===== src/pkg/plgc_pkg.sv =====
// Constants, field layout and state codes for the clock control block.
// Assumes one core clock; slow and main clocks arrive as one-cycle ticks.
//
// What this block does
// - Input divider ratio 1 to 255.
// - Zero ratio keeps divider and loop low.
// - Loop rate is source times (mult+1)/div.
// - Zero multiplier disables loop; nonzero re-enables.
// - Loop write clears lock, reloads lock counter.
// - Counter counts slow ticks; zero sets lock.
// - Source select field picks master source.
// - Master prescaler divides by 1 to 64.
// - Master divider derives master from processor clock.
// - Master register write clears ready until established.
// - Disable register stops processor; status readable.
// - Processor runs after reset; interrupts restart it.
// - Processor stops after current instruction completes.
// - USB clock enable, disable and status bits.
// - Peripheral clocks gated by enable/disable registers.
// - Peripheral disable immediate; all off after reset.
// - Peripheral bit index equals peripheral identifier.
// - Four outputs: select source, divide 1 to 64.
// - Output enable/disable bits, status and ready flag.
// - Master source resets to slow clock.
// - Master divider codes 0,1,2 give 1,2,4.
// - Unlocked loop falls back; ready stays low.
package plgc_pkg;
  // Register byte offsets
  localparam logic [7:0] SCER_OFS  = 8'h00;
  localparam logic [7:0] SCDR_OFS  = 8'h04;
  localparam logic [7:0] SCSR_OFS  = 8'h08;
  localparam logic [7:0] PCER_OFS  = 8'h10;
  localparam logic [7:0] PCDR_OFS  = 8'h14;
  localparam logic [7:0] PCSR_OFS  = 8'h18;
  localparam logic [7:0] LOOPA_OFS = 8'h28;
  localparam logic [7:0] LOOPB_OFS = 8'h2C;
  localparam logic [7:0] MCKR_OFS  = 8'h30;
  localparam logic [7:0] PCK0_OFS  = 8'h40;
  localparam logic [7:0] SR_OFS    = 8'h68;
  // Loop config fields
  localparam int LOOP_DIV_LSB = 0;
  localparam int LOOP_CNT_LSB = 8;
  localparam int LOOP_MUL_LSB = 16;
  localparam int LOOP_USB_LSB = 28;
  localparam logic [31:0] LOOP_FIELD_MASK = 32'h37FF_3FFF;
  // Master clock and programmable output fields
  localparam int CSS_LSB  = 0;
  localparam int PRESCALER_SELECT_LSB = 2;
  localparam int MASTER_DIVIDER_SELECT_LSB = 8;
  localparam logic [31:0] MCKR_FIELD_MASK = 32'h0000_031F;
  localparam logic [31:0] PCK_FIELD_MASK  = 32'h0000_001F;
  // Status bit positions
  localparam int SC_PROC_BIT = 0;
  localparam int SC_USB_BIT  = 7;
  localparam int SC_PROG_LSB = 8;
  localparam int SR_LOCK_FLAG_A    = 1;
  localparam int SR_LOCK_FLAG_B    = 2;
  localparam int SR_MRDY     = 3;
  localparam int SR_PROG_LSB = 8;
  // Reset values
  localparam logic [31:0] LOOP_RST = 32'h0000_0000;
  localparam logic [31:0] MCKR_RST = 32'h0000_0000;
  localparam logic [31:0] PCK_RST  = 32'h0000_0000;
  localparam logic [31:0] PCSR_RST = 32'h0000_0000;
  // Clock source codes
  localparam logic [1:0] CSS_SLOW  = 2'h0;
  localparam logic [1:0] CSS_MAIN  = 2'h1;
  localparam logic [1:0] CSS_LOOPA = 2'h2;
  localparam logic [1:0] CSS_LOOPB = 2'h3;
  // Rate accumulator ceiling
  localparam logic [15:0] PEND_LIMIT = 16'hF000;

  typedef enum logic [2:0] {
    PROC_RUN   = 3'b001,
    PROC_DRAIN = 3'b010,
    PROC_IDLE  = 3'b100
  } plgc_proc_t;
endpackage


===== src/verilog/plgc_core.sv =====
// Clock synthesis loops, master clock selection and clock gating.
// Assumes slow and main clocks arrive as one-cycle ticks on core_clk,
// and that every generated clock leaves as a one-cycle tick.
//
// Our own choices: the address-and-strobe port and the register addresses.
`timescale 1ns/1ps
module plgc_core (
  input  wire logic        core_clk,
  input  wire logic        sys_rst,
  input  wire logic [7:0]  regAddr,
  input  wire logic [31:0] regWdata,
  input  wire logic        regWr,
  input  wire logic        regRd,
  output logic      [31:0] regRdata,
  input  wire logic        slowTick,
  input  wire logic        mainTick,
  input  wire logic        instrDone,
  input  wire logic        wakeIrq,
  output logic      [1:0]  loopTick,
  output logic             masterTick,
  output logic             procTick,
  output logic             usbTick,
  output logic      [31:0] periphClkEn,
  output logic      [3:0]  progClkOut
);

  // ----------------------------------------------------------------
  // Helpers
  // ----------------------------------------------------------------
  function automatic logic presHit(input logic [5:0] cnt,
                                   input logic [2:0] prescaler_select);
    presHit = (cnt == 6'((7'h01 << prescaler_select) - 7'h01));
  endfunction

  function automatic logic divHit(input logic [1:0] cnt,
                                  input logic [1:0] sel);
    divHit = (sel == 2'h0) || (sel == 2'h1 && cnt[0]) ||
             (sel == 2'h2 && cnt == 2'h3);
  endfunction

  function automatic logic srcTick(input logic [1:0] clock_source_select,
                                   input logic       slw,
                                   input logic       mn,
                                   input logic       la,
                                   input logic       lb);
    case (clock_source_select)
      plgc_pkg::CSS_SLOW:  srcTick = slw;
      plgc_pkg::CSS_MAIN:  srcTick = mn;
      plgc_pkg::CSS_LOOPA: srcTick = la;
      default:             srcTick = lb;
    endcase
  endfunction

  // ----------------------------------------------------------------
  // Storage
  // ----------------------------------------------------------------
  logic [31:0]          loopCfg_r  [2];
  logic [5:0]           lockCnt_r  [2];
  logic [1:0]           lockFlag_r;
  logic [1:0]           lockBusy_r;
  logic [15:0]          pend_r     [2];
  logic [1:0]           loopTick_r;
  logic [31:0]          mck_r;
  logic [5:0]           mckPres_r;
  logic [1:0]           mckDiv_r;
  logic                 mrdy_r;
  logic                 mrdyPend_r;
  plgc_pkg::plgc_proc_t procSt_r;
  logic                 usbRun_r;
  logic [1:0]           usbCnt_r;
  logic [31:0]          pcsr_r;
  logic [31:0]          pckCfg_r   [4];
  logic [5:0]           progCnt_r  [4];
  logic [3:0]           progRun_r;
  logic [3:0]           progRdy_r;
  logic [3:0]           progOut_r;
  logic                 procTick_r;
  logic                 masterTick_r;
  logic                 usbTick_r;
  logic [31:0]          regRdata_r;

  // ----------------------------------------------------------------
  // Decode
  // ----------------------------------------------------------------
  logic       wrScer;
  logic       wrScdr;
  logic       wrPcer;
  logic       wrPcdr;
  logic       wrMck;
  logic [1:0] wrLoop;
  logic [3:0] wrPck;

  always_comb begin
    wrScer    = regWr && regAddr == plgc_pkg::SCER_OFS;
    wrScdr    = regWr && regAddr == plgc_pkg::SCDR_OFS;
    wrPcer    = regWr && regAddr == plgc_pkg::PCER_OFS;
    wrPcdr    = regWr && regAddr == plgc_pkg::PCDR_OFS;
    wrMck     = regWr && regAddr == plgc_pkg::MCKR_OFS;
    wrLoop[0] = regWr && regAddr == plgc_pkg::LOOPA_OFS;
    wrLoop[1] = regWr && regAddr == plgc_pkg::LOOPB_OFS;
    for (int k = 0; k < 4; k++) begin
      wrPck[k] = regWr && regAddr == plgc_pkg::PCK0_OFS + 8'(4 * k);
    end
  end

  // ----------------------------------------------------------------
  // Synthesis loops
  // ----------------------------------------------------------------
  logic [7:0]  loopDiv [2];
  logic [10:0] loopMul [2];
  logic [15:0] loopInc [2];
  logic [1:0]  loopOn;

  always_comb begin
    for (int i = 0; i < 2; i++) begin
      loopDiv[i] = loopCfg_r[i][plgc_pkg::LOOP_DIV_LSB +: 8];
      loopMul[i] = loopCfg_r[i][plgc_pkg::LOOP_MUL_LSB +: 11];
      loopOn[i]  = loopMul[i] != 11'h000 && loopDiv[i] != 8'h00;
      loopInc[i] = (mainTick && pend_r[i] < plgc_pkg::PEND_LIMIT) ?
                   16'(loopMul[i]) + 16'h0001 : 16'h0000;
    end
  end

  always_ff @(posedge core_clk) begin
    if (sys_rst) begin
      for (int i = 0; i < 2; i++) begin
        loopCfg_r[i] <= plgc_pkg::LOOP_RST;
      end
    end else begin
      for (int i = 0; i < 2; i++) begin
        if (wrLoop[i]) begin
          loopCfg_r[i] <= regWdata & plgc_pkg::LOOP_FIELD_MASK;
        end
      end
    end
  end

  // Lock counters on slow ticks
  always_ff @(posedge core_clk) begin
    if (sys_rst) begin
      lockFlag_r <= 2'h0;
      lockBusy_r <= 2'h0;
      for (int i = 0; i < 2; i++) begin
        lockCnt_r[i] <= 6'h00;
      end
    end else begin
      for (int i = 0; i < 2; i++) begin
        if (wrLoop[i]) begin
          lockFlag_r[i] <= 1'b0;
          lockBusy_r[i] <= 1'b1;
          lockCnt_r[i]  <= regWdata[plgc_pkg::LOOP_CNT_LSB +: 6];
        end else if (lockBusy_r[i] && loopMul[i] != 11'h000) begin
          if (lockCnt_r[i] == 6'h00) begin
            lockFlag_r[i] <= 1'b1;
            lockBusy_r[i] <= 1'b0;
          end else if (slowTick) begin
            lockCnt_r[i] <= lockCnt_r[i] - 6'h01;
          end
        end
      end
    end
  end

  // Rate accumulator: (mult+1) per main tick, one out per div
  always_ff @(posedge core_clk) begin
    if (sys_rst) begin
      loopTick_r <= 2'h0;
      for (int i = 0; i < 2; i++) begin
        pend_r[i] <= 16'h0000;
      end
    end else begin
      for (int i = 0; i < 2; i++) begin
        loopTick_r[i] <= 1'b0;
        if (wrLoop[i] || !loopOn[i]) begin
          pend_r[i] <= 16'h0000;
        end else if (pend_r[i] >= 16'(loopDiv[i])) begin
          loopTick_r[i] <= 1'b1;
          pend_r[i]     <= pend_r[i] - 16'(loopDiv[i]) + loopInc[i];
        end else begin
          pend_r[i] <= pend_r[i] + loopInc[i];
        end
      end
    end
  end

  // ----------------------------------------------------------------
  // Master clock
  // ----------------------------------------------------------------
  logic [1:0] mckCss;
  logic [1:0] mckCssEff;
  logic [2:0] mckPres;
  logic [1:0] mckMdiv;
  logic       mckFallback;
  logic       mckSrc;
  logic       presTick;
  logic       masterRaw;

  always_comb begin
    mckCss      = mck_r[plgc_pkg::CSS_LSB +: 2];
    mckPres     = mck_r[plgc_pkg::PRESCALER_SELECT_LSB +: 3];
    mckMdiv     = mck_r[plgc_pkg::MASTER_DIVIDER_SELECT_LSB +: 2];
    mckCssEff   = mckCss;
    mckFallback = 1'b0;
    if (mckCss == plgc_pkg::CSS_LOOPA && !lockFlag_r[0]) begin
      mckCssEff   = plgc_pkg::CSS_SLOW;
      mckFallback = 1'b1;
    end else if (mckCss == plgc_pkg::CSS_LOOPB && !lockFlag_r[1]) begin
      mckCssEff   = plgc_pkg::CSS_MAIN;
      mckFallback = 1'b1;
    end
    mckSrc    = srcTick(mckCssEff, slowTick, mainTick,
                        loopTick_r[0], loopTick_r[1]);
    presTick  = mckSrc && presHit(mckPres_r, mckPres);
    masterRaw = presTick && divHit(mckDiv_r, mckMdiv);
  end

  always_ff @(posedge core_clk) begin
    if (sys_rst) begin
      mck_r <= plgc_pkg::MCKR_RST;
    end else if (wrMck) begin
      mck_r <= regWdata & plgc_pkg::MCKR_FIELD_MASK;
    end
  end

  always_ff @(posedge core_clk) begin
    if (sys_rst || wrMck) begin
      mckPres_r <= 6'h00;
      mckDiv_r  <= 2'h0;
    end else begin
      if (presTick) begin
        mckPres_r <= 6'h00;
        mckDiv_r  <= masterRaw ? 2'h0 : mckDiv_r + 2'h1;
      end else if (mckSrc) begin
        mckPres_r <= mckPres_r + 6'h01;
      end
    end
  end

  // Ready flag: restarted by each write, set on first new master edge
  always_ff @(posedge core_clk) begin
    if (sys_rst) begin
      mrdy_r     <= 1'b1;
      mrdyPend_r <= 1'b0;
    end else if (wrMck || mckFallback) begin
      mrdy_r     <= 1'b0;
      mrdyPend_r <= 1'b1;
    end else if (mrdyPend_r && masterRaw) begin
      mrdy_r     <= 1'b1;
      mrdyPend_r <= 1'b0;
    end
  end

  // ----------------------------------------------------------------
  // Processor clock gating
  // ----------------------------------------------------------------
  always_ff @(posedge core_clk) begin
    if (sys_rst) begin
      procSt_r <= plgc_pkg::PROC_RUN;
    end else begin
      case (procSt_r)
        plgc_pkg::PROC_RUN: begin
          if (wrScdr && regWdata[plgc_pkg::SC_PROC_BIT] && !wakeIrq) begin
            procSt_r <= plgc_pkg::PROC_DRAIN;
          end
        end
        plgc_pkg::PROC_DRAIN: begin
          if (wakeIrq || (wrScer && regWdata[plgc_pkg::SC_PROC_BIT])) begin
            procSt_r <= plgc_pkg::PROC_RUN;
          end else if (instrDone) begin
            procSt_r <= plgc_pkg::PROC_IDLE;
          end
        end
        plgc_pkg::PROC_IDLE: begin
          if (wakeIrq || (wrScer && regWdata[plgc_pkg::SC_PROC_BIT])) begin
            procSt_r <= plgc_pkg::PROC_RUN;
          end
        end
        default: procSt_r <= plgc_pkg::PROC_RUN;
      endcase
    end
  end

  // ----------------------------------------------------------------
  // USB and peripheral gating
  // ----------------------------------------------------------------
  always_ff @(posedge core_clk) begin
    if (sys_rst) begin
      usbRun_r <= 1'b0;
    end else if (wrScer && regWdata[plgc_pkg::SC_USB_BIT]) begin
      usbRun_r <= 1'b1;
    end else if (wrScdr && regWdata[plgc_pkg::SC_USB_BIT]) begin
      usbRun_r <= 1'b0;
    end
  end

  always_ff @(posedge core_clk) begin
    if (sys_rst) begin
      usbCnt_r <= 2'h0;
    end else if (loopTick_r[1]) begin
      usbCnt_r <= divHit(usbCnt_r,
                  loopCfg_r[1][plgc_pkg::LOOP_USB_LSB +: 2]) ?
                  2'h0 : usbCnt_r + 2'h1;
    end
  end

  always_ff @(posedge core_clk) begin
    if (sys_rst) begin
      pcsr_r <= plgc_pkg::PCSR_RST;
    end else if (wrPcer) begin
      pcsr_r <= pcsr_r | regWdata;
    end else if (wrPcdr) begin
      pcsr_r <= pcsr_r & ~regWdata;
    end
  end

  // ----------------------------------------------------------------
  // Programmable outputs
  // ----------------------------------------------------------------
  logic [3:0] progSrc;
  logic [3:0] progHit;

  always_comb begin
    for (int k = 0; k < 4; k++) begin
      progSrc[k] = srcTick(pckCfg_r[k][plgc_pkg::CSS_LSB +: 2],
                           slowTick, mainTick,
                           loopTick_r[0], loopTick_r[1]);
      progHit[k] = progSrc[k] &&
                   presHit(progCnt_r[k],
                           pckCfg_r[k][plgc_pkg::PRESCALER_SELECT_LSB +: 3]);
    end
  end

  always_ff @(posedge core_clk) begin
    if (sys_rst) begin
      progRun_r <= 4'h0;
    end else if (wrScer) begin
      progRun_r <= progRun_r |
                   regWdata[plgc_pkg::SC_PROG_LSB +: 4];
    end else if (wrScdr) begin
      progRun_r <= progRun_r &
                   ~regWdata[plgc_pkg::SC_PROG_LSB +: 4];
    end
  end

  always_ff @(posedge core_clk) begin
    if (sys_rst) begin
      progRdy_r <= 4'h0;
      progOut_r <= 4'h0;
      for (int k = 0; k < 4; k++) begin
        pckCfg_r[k]  <= plgc_pkg::PCK_RST;
        progCnt_r[k] <= 6'h00;
      end
    end else begin
      for (int k = 0; k < 4; k++) begin
        progOut_r[k] <= progHit[k] && progRun_r[k];
        if (wrPck[k]) begin
          pckCfg_r[k]  <= regWdata & plgc_pkg::PCK_FIELD_MASK;
          progCnt_r[k] <= 6'h00;
          progRdy_r[k] <= 1'b0;
        end else if (progHit[k]) begin
          progCnt_r[k] <= 6'h00;
          progRdy_r[k] <= 1'b1;
        end else if (progSrc[k]) begin
          progCnt_r[k] <= progCnt_r[k] + 6'h01;
        end
      end
    end
  end

  // ----------------------------------------------------------------
  // Output ticks
  // ----------------------------------------------------------------
  always_ff @(posedge core_clk) begin
    if (sys_rst) begin
      procTick_r   <= 1'b0;
      masterTick_r <= 1'b0;
      usbTick_r    <= 1'b0;
    end else begin
      procTick_r   <= presTick && procSt_r != plgc_pkg::PROC_IDLE;
      masterTick_r <= masterRaw;
      usbTick_r    <= loopTick_r[1] && usbRun_r &&
                      divHit(usbCnt_r,
                      loopCfg_r[1][plgc_pkg::LOOP_USB_LSB +: 2]);
    end
  end

  // ----------------------------------------------------------------
  // Read port
  // ----------------------------------------------------------------
  logic [31:0] scsrVal;
  logic [31:0] srVal;

  always_comb begin
    scsrVal = 32'h0000_0000;
    scsrVal[plgc_pkg::SC_PROC_BIT] = procSt_r != plgc_pkg::PROC_IDLE;
    scsrVal[plgc_pkg::SC_USB_BIT]  = usbRun_r;
    scsrVal[plgc_pkg::SC_PROG_LSB +: 4] = progRun_r;
    srVal = 32'h0000_0000;
    srVal[plgc_pkg::SR_LOCK_FLAG_A] = lockFlag_r[0];
    srVal[plgc_pkg::SR_LOCK_FLAG_B] = lockFlag_r[1];
    srVal[plgc_pkg::SR_MRDY]  = mrdy_r;
    srVal[plgc_pkg::SR_PROG_LSB +: 4] = progRdy_r;
  end

  always_ff @(posedge core_clk) begin
    if (sys_rst) begin
      regRdata_r <= 32'h0000_0000;
    end else begin
      regRdata_r <= 32'h0000_0000;
      if (regRd) begin
        case (regAddr)
          plgc_pkg::SCSR_OFS:         regRdata_r <= scsrVal;
          plgc_pkg::PCSR_OFS:         regRdata_r <= pcsr_r;
          plgc_pkg::LOOPA_OFS:        regRdata_r <= loopCfg_r[0];
          plgc_pkg::LOOPB_OFS:        regRdata_r <= loopCfg_r[1];
          plgc_pkg::MCKR_OFS:         regRdata_r <= mck_r;
          plgc_pkg::PCK0_OFS:         regRdata_r <= pckCfg_r[0];
          plgc_pkg::PCK0_OFS + 8'h04: regRdata_r <= pckCfg_r[1];
          plgc_pkg::PCK0_OFS + 8'h08: regRdata_r <= pckCfg_r[2];
          plgc_pkg::PCK0_OFS + 8'h0C: regRdata_r <= pckCfg_r[3];
          plgc_pkg::SR_OFS:           regRdata_r <= srVal;
          default:                    regRdata_r <= 32'h0000_0000;
        endcase
      end
    end
  end

  assign regRdata    = regRdata_r;
  assign loopTick    = loopTick_r;
  assign masterTick  = masterTick_r;
  assign procTick    = procTick_r;
  assign usbTick     = usbTick_r;
  assign periphClkEn = pcsr_r;
  assign progClkOut  = progOut_r;

endmodule // plgc_core


===== config.mk =====
export PLATFORM = sky130hd
export DESIGN_NAME = plgc_core
export DESIGN_NICKNAME = d
export VERILOG_FILES = /design/src/pkg/plgc_pkg.sv /design/src/verilog/plgc_core.sv
export SDC_FILE = /design/constraint.sdc
export NUM_CORES = 1
export LEC_CHECK = 0
export BUFFER_PORTS_ARGS = -buffer_cell sky130_fd_sc_hd__buf_2
export CAP_MARGIN = 15
export CELL_PAD_IN_SITES_DETAIL_PLACEMENT = 0
export CELL_PAD_IN_SITES_GLOBAL_PLACEMENT = 2
export CORE_AREA = 3 3 207 188
export CTS_CLUSTER_DIAMETER = 200
export DETAILED_ROUTE_END_ITERATION = 6
export DIE_AREA = 0 0 210 191
export GPL_TIMING_DRIVEN = 0
export PLACE_DENSITY = 0.95
export SLEW_MARGIN = 10
export SYNTH_ARGS = -nofsm -noshare
export SYNTH_HDL_FRONTEND = slang
export SYNTH_SLANG_ARGS = --single-unit

===== constraint.sdc =====
create_clock -name core_clk -period 7.15 [get_ports core_clk]
set_clock_uncertainty 0.05 [all_clocks]
set_input_delay 1.0725 -clock core_clk [delete_from_list [all_inputs] [get_ports core_clk]]
set_output_delay 1.0725 -clock core_clk [all_outputs]
set_load 0.01 [all_outputs]

==> out/results.txt <==
status: finished clean
DRC errors left: 0
Cell Pwr Density: 328 nW/um^2
Met3 Wirelength: 3370 um
setup tns final: 0 ps
min Tclk post-route: 4880 ps
area leader, netlist: edfxtp_1
yosys warns: 0
#FFs+latches synth: 250
FILL cells: 3,511
Vias: 12,966
Worst Path Arrival: 5220 ps
Final Routed Wirelength: 46,100 um
number of port buffers: 119
r2r startpoint: pend_r[1][12]$_SDFFCE_PN0P_
Final Hold Vio Count: 0
HP Start: progRdy_r[1]$_SDFFE_PP0P_
final setup vio count: 0
largest net degree at the start of global routing: 19
WL met1: 21,300 um
Starting Density: 0.416
dominant synthesized flop cell: edfxtp_1
Total Routing Usage GR: 0.227
fraction of the yosys area taken by sequential cells: 0.416
routability cong.: 0.897
P_leak: 0.00740 uW
Synth Cell Area: 15,400 sq um
syn_area_per_cell: 9.38 sq um
initial antenna violation count: 3
worst rel slew slack: 0.262
number of global-route vias before repair: 12,477
vias per cell: 5.54
Top Layer Used: met4
Gate Count Post-Synth: 1,647
Worst setup EP type: register
commonest cells after routing, fill and taps aside: inv_1, edfxtp_1, a21oi_1, nand2_1, buf_2
final instance count without filler cells: 2,339
startpoint types: register
number of flops mapped to enable cells by yosys: 142
Placed Cells: 2,282
Detailed Place HPWL: 35,500 um
Die Wd: 210 um
Hold Buf Count CTS: 0
Setup Fix Bufs, Post-CTS: 0
period utilization: 0.683
CTS tree: done
first-pass GRT wire length: 71,600 um
clock sink count: 250
Worst-path clk slew: 70 ps
RSZ-0062 raised after global routing: no
Worst-Margin Slew: 1100 ps
critical path fanouts, max: 10
largest cells by area after synthesis: edfxtp_1, dfxtp_1, ha_1
worst skew pair latency: 590 ps
cts bufs inserted: 29
GR Overflow Total: 0
core region area: 37,100 sq um
CTS-repair resized insts: 0
Pins Over Slew Limit: 0
clk root buf: clkbuf_16
drt pass-1 iters: 5
fmax: 205 MHz
VDD IR max: 0.206 mV
CP Launch Point: pend_r[1][12]$_SDFFCE_PN0P_
row count: 67
worst min path class: reg -> reg
most common cell after layout, fill and taps aside: inv_1
Area Overhead vs Synth: 15.5%
layout cells sized above 1: 0.117
DRT iter0 DRCs: 1,255
Critical Path RT: 7480 ps
Nets: 2,005
CP Class: reg -> reg
post-route ant nets: 0
Avg WL per Cell: 19.7 um
Clock Path Buffers: 3
max_cap viols: 0
Synth top area share: 0.276
Die Height: 191 um
met2 wire length: 20,400 um
Netlist cell types: 80
asr flop ratio synth: 0
Ports: 121
total die area: 40,100 sq um
H-tree depth: 1
-- layout make-up --
class	count	area [sq um]	area share
multi-input cells	1199	8250	0.462
flip-flops and latches	250	6430	0.360
clock buffers	37	850	0.0476
repair buffers	121	638	0.0358
inverters	162	608	0.0341
well taps	483	604	0.0339
plain buffers	67	285	0.0160
clock inverters	17	173	0.00968
diodes	3	7.51	0.000421
-- critical path, stage by stage, from the launching register on --
cell and delay, ps:
edfxtp_1 500, ha_1 260, nand2_1 140, and2_1 160
clkbuf_1 310, nand2_1 210, fa_1 520, inv_1 50
ha_1 340, nor2b_1 170, o31a_1 280, o41ai_1 400
o21ai_0 220, o41ai_1 510, o21ai_1 180, xnor2_1 150
a211oi_1 250
-- Yosys cell counts (4+ instances only) --
cell / instances
a311oi_1: 39
mux2i_1: 12
edfxtp_1: 142
a211oi_1: 16
or3_1: 13
nor2b_1: 14
buf_2: 9
o22ai_1: 5
nand3_1: 50
xor2_1: 37
and3_1: 29
a21o_1: 11
o21a_1: 8
nand4_1: 10
a21oi_1: 139
ha_1: 110
nor4_1: 14
o21bai_1: 8
dfxtp_1: 108
nand2b_1: 33
xnor2_1: 74
o31ai_1: 4
nor2_2: 6
nor3b_1: 7
and2_1: 38
o211ai_1: 8
o21ai_0: 53
nor3_1: 36
a22oi_1: 29
a221oi_1: 8
clkbuf_1: 51
mux4_2: 5
a31oi_1: 10
fa_1: 17
nor2_1: 123
nand2_1: 128
a22o_1: 13
inv_1: 162
-- power by group --
part	switching [uW]	total [uW]	leakage (uW)	internal [uW]
clock network	659	1580	0.000496	922
logic	1340	2360	0.00462	1020
registers	171	1910	0.00229	1730
-- metal layers --
layer,GRT usage,up-vias
li1,-,6224
met1,0.335,6226
met2,0.356,462
met3,0.0295,54
met4,0.0506,0
met5,0,-
-- path summary, 6_finish.rpt --
path	to	cells past startpoint	slack [ps]
worst min-delay path	progRdy_r[1]$_SDFFE_PP0P_	2	420
worst min register to register	progRdy_r[1]$_SDFFE_PP0P_	2	420
worst max-delay path	pend_r[1][14]$_SDFFCE_PN0P_	16	2270
worst max register to register	pend_r[1][14]$_SDFFCE_PN0P_	16	2270
-- cells by family (layout without fill, tap and decap cells) --
kind of cell / count (synthesis) / in the layout / synth area share
AO/OA/AOI/OAI: 384 / 384 / 0.163
multiplexers: 21 / 21 / 0.0182
XOR/XNOR: 111 / 111 / 0.0629
flip-flops: 250 / 250 / 0.416
adder cells (fa/ha/maj): 127 / 127 / 0.111
AND/OR/NAND/NOR: 524 / 524 / 0.171
buffers and inverters: 229 / 404 / 0.0578
other: 1 / 35 / 0.000243
-- through the flow --
step / instance area, sq um / setup WS [ps] / hold slack, ps / total power, uW / util
5_1_grt: 17800 / 1960 / 454 / 6260 / 0.480
3_5_place_dp: 16800 / 1770 / 407 / 4270 / 0.453
4_1_cts: 17800 / 2260 / 422 / 5860 / 0.480
6_report: 17800 / 2270 / 416 / 5840 / 0.480
2_1_floorplan: 15600 / 2810 / 375 / 3700 / -
3_3_place_gp: 16800 / 1890 / 386 / 4220 / 0.451
Power figures use the tool's default switching activity.
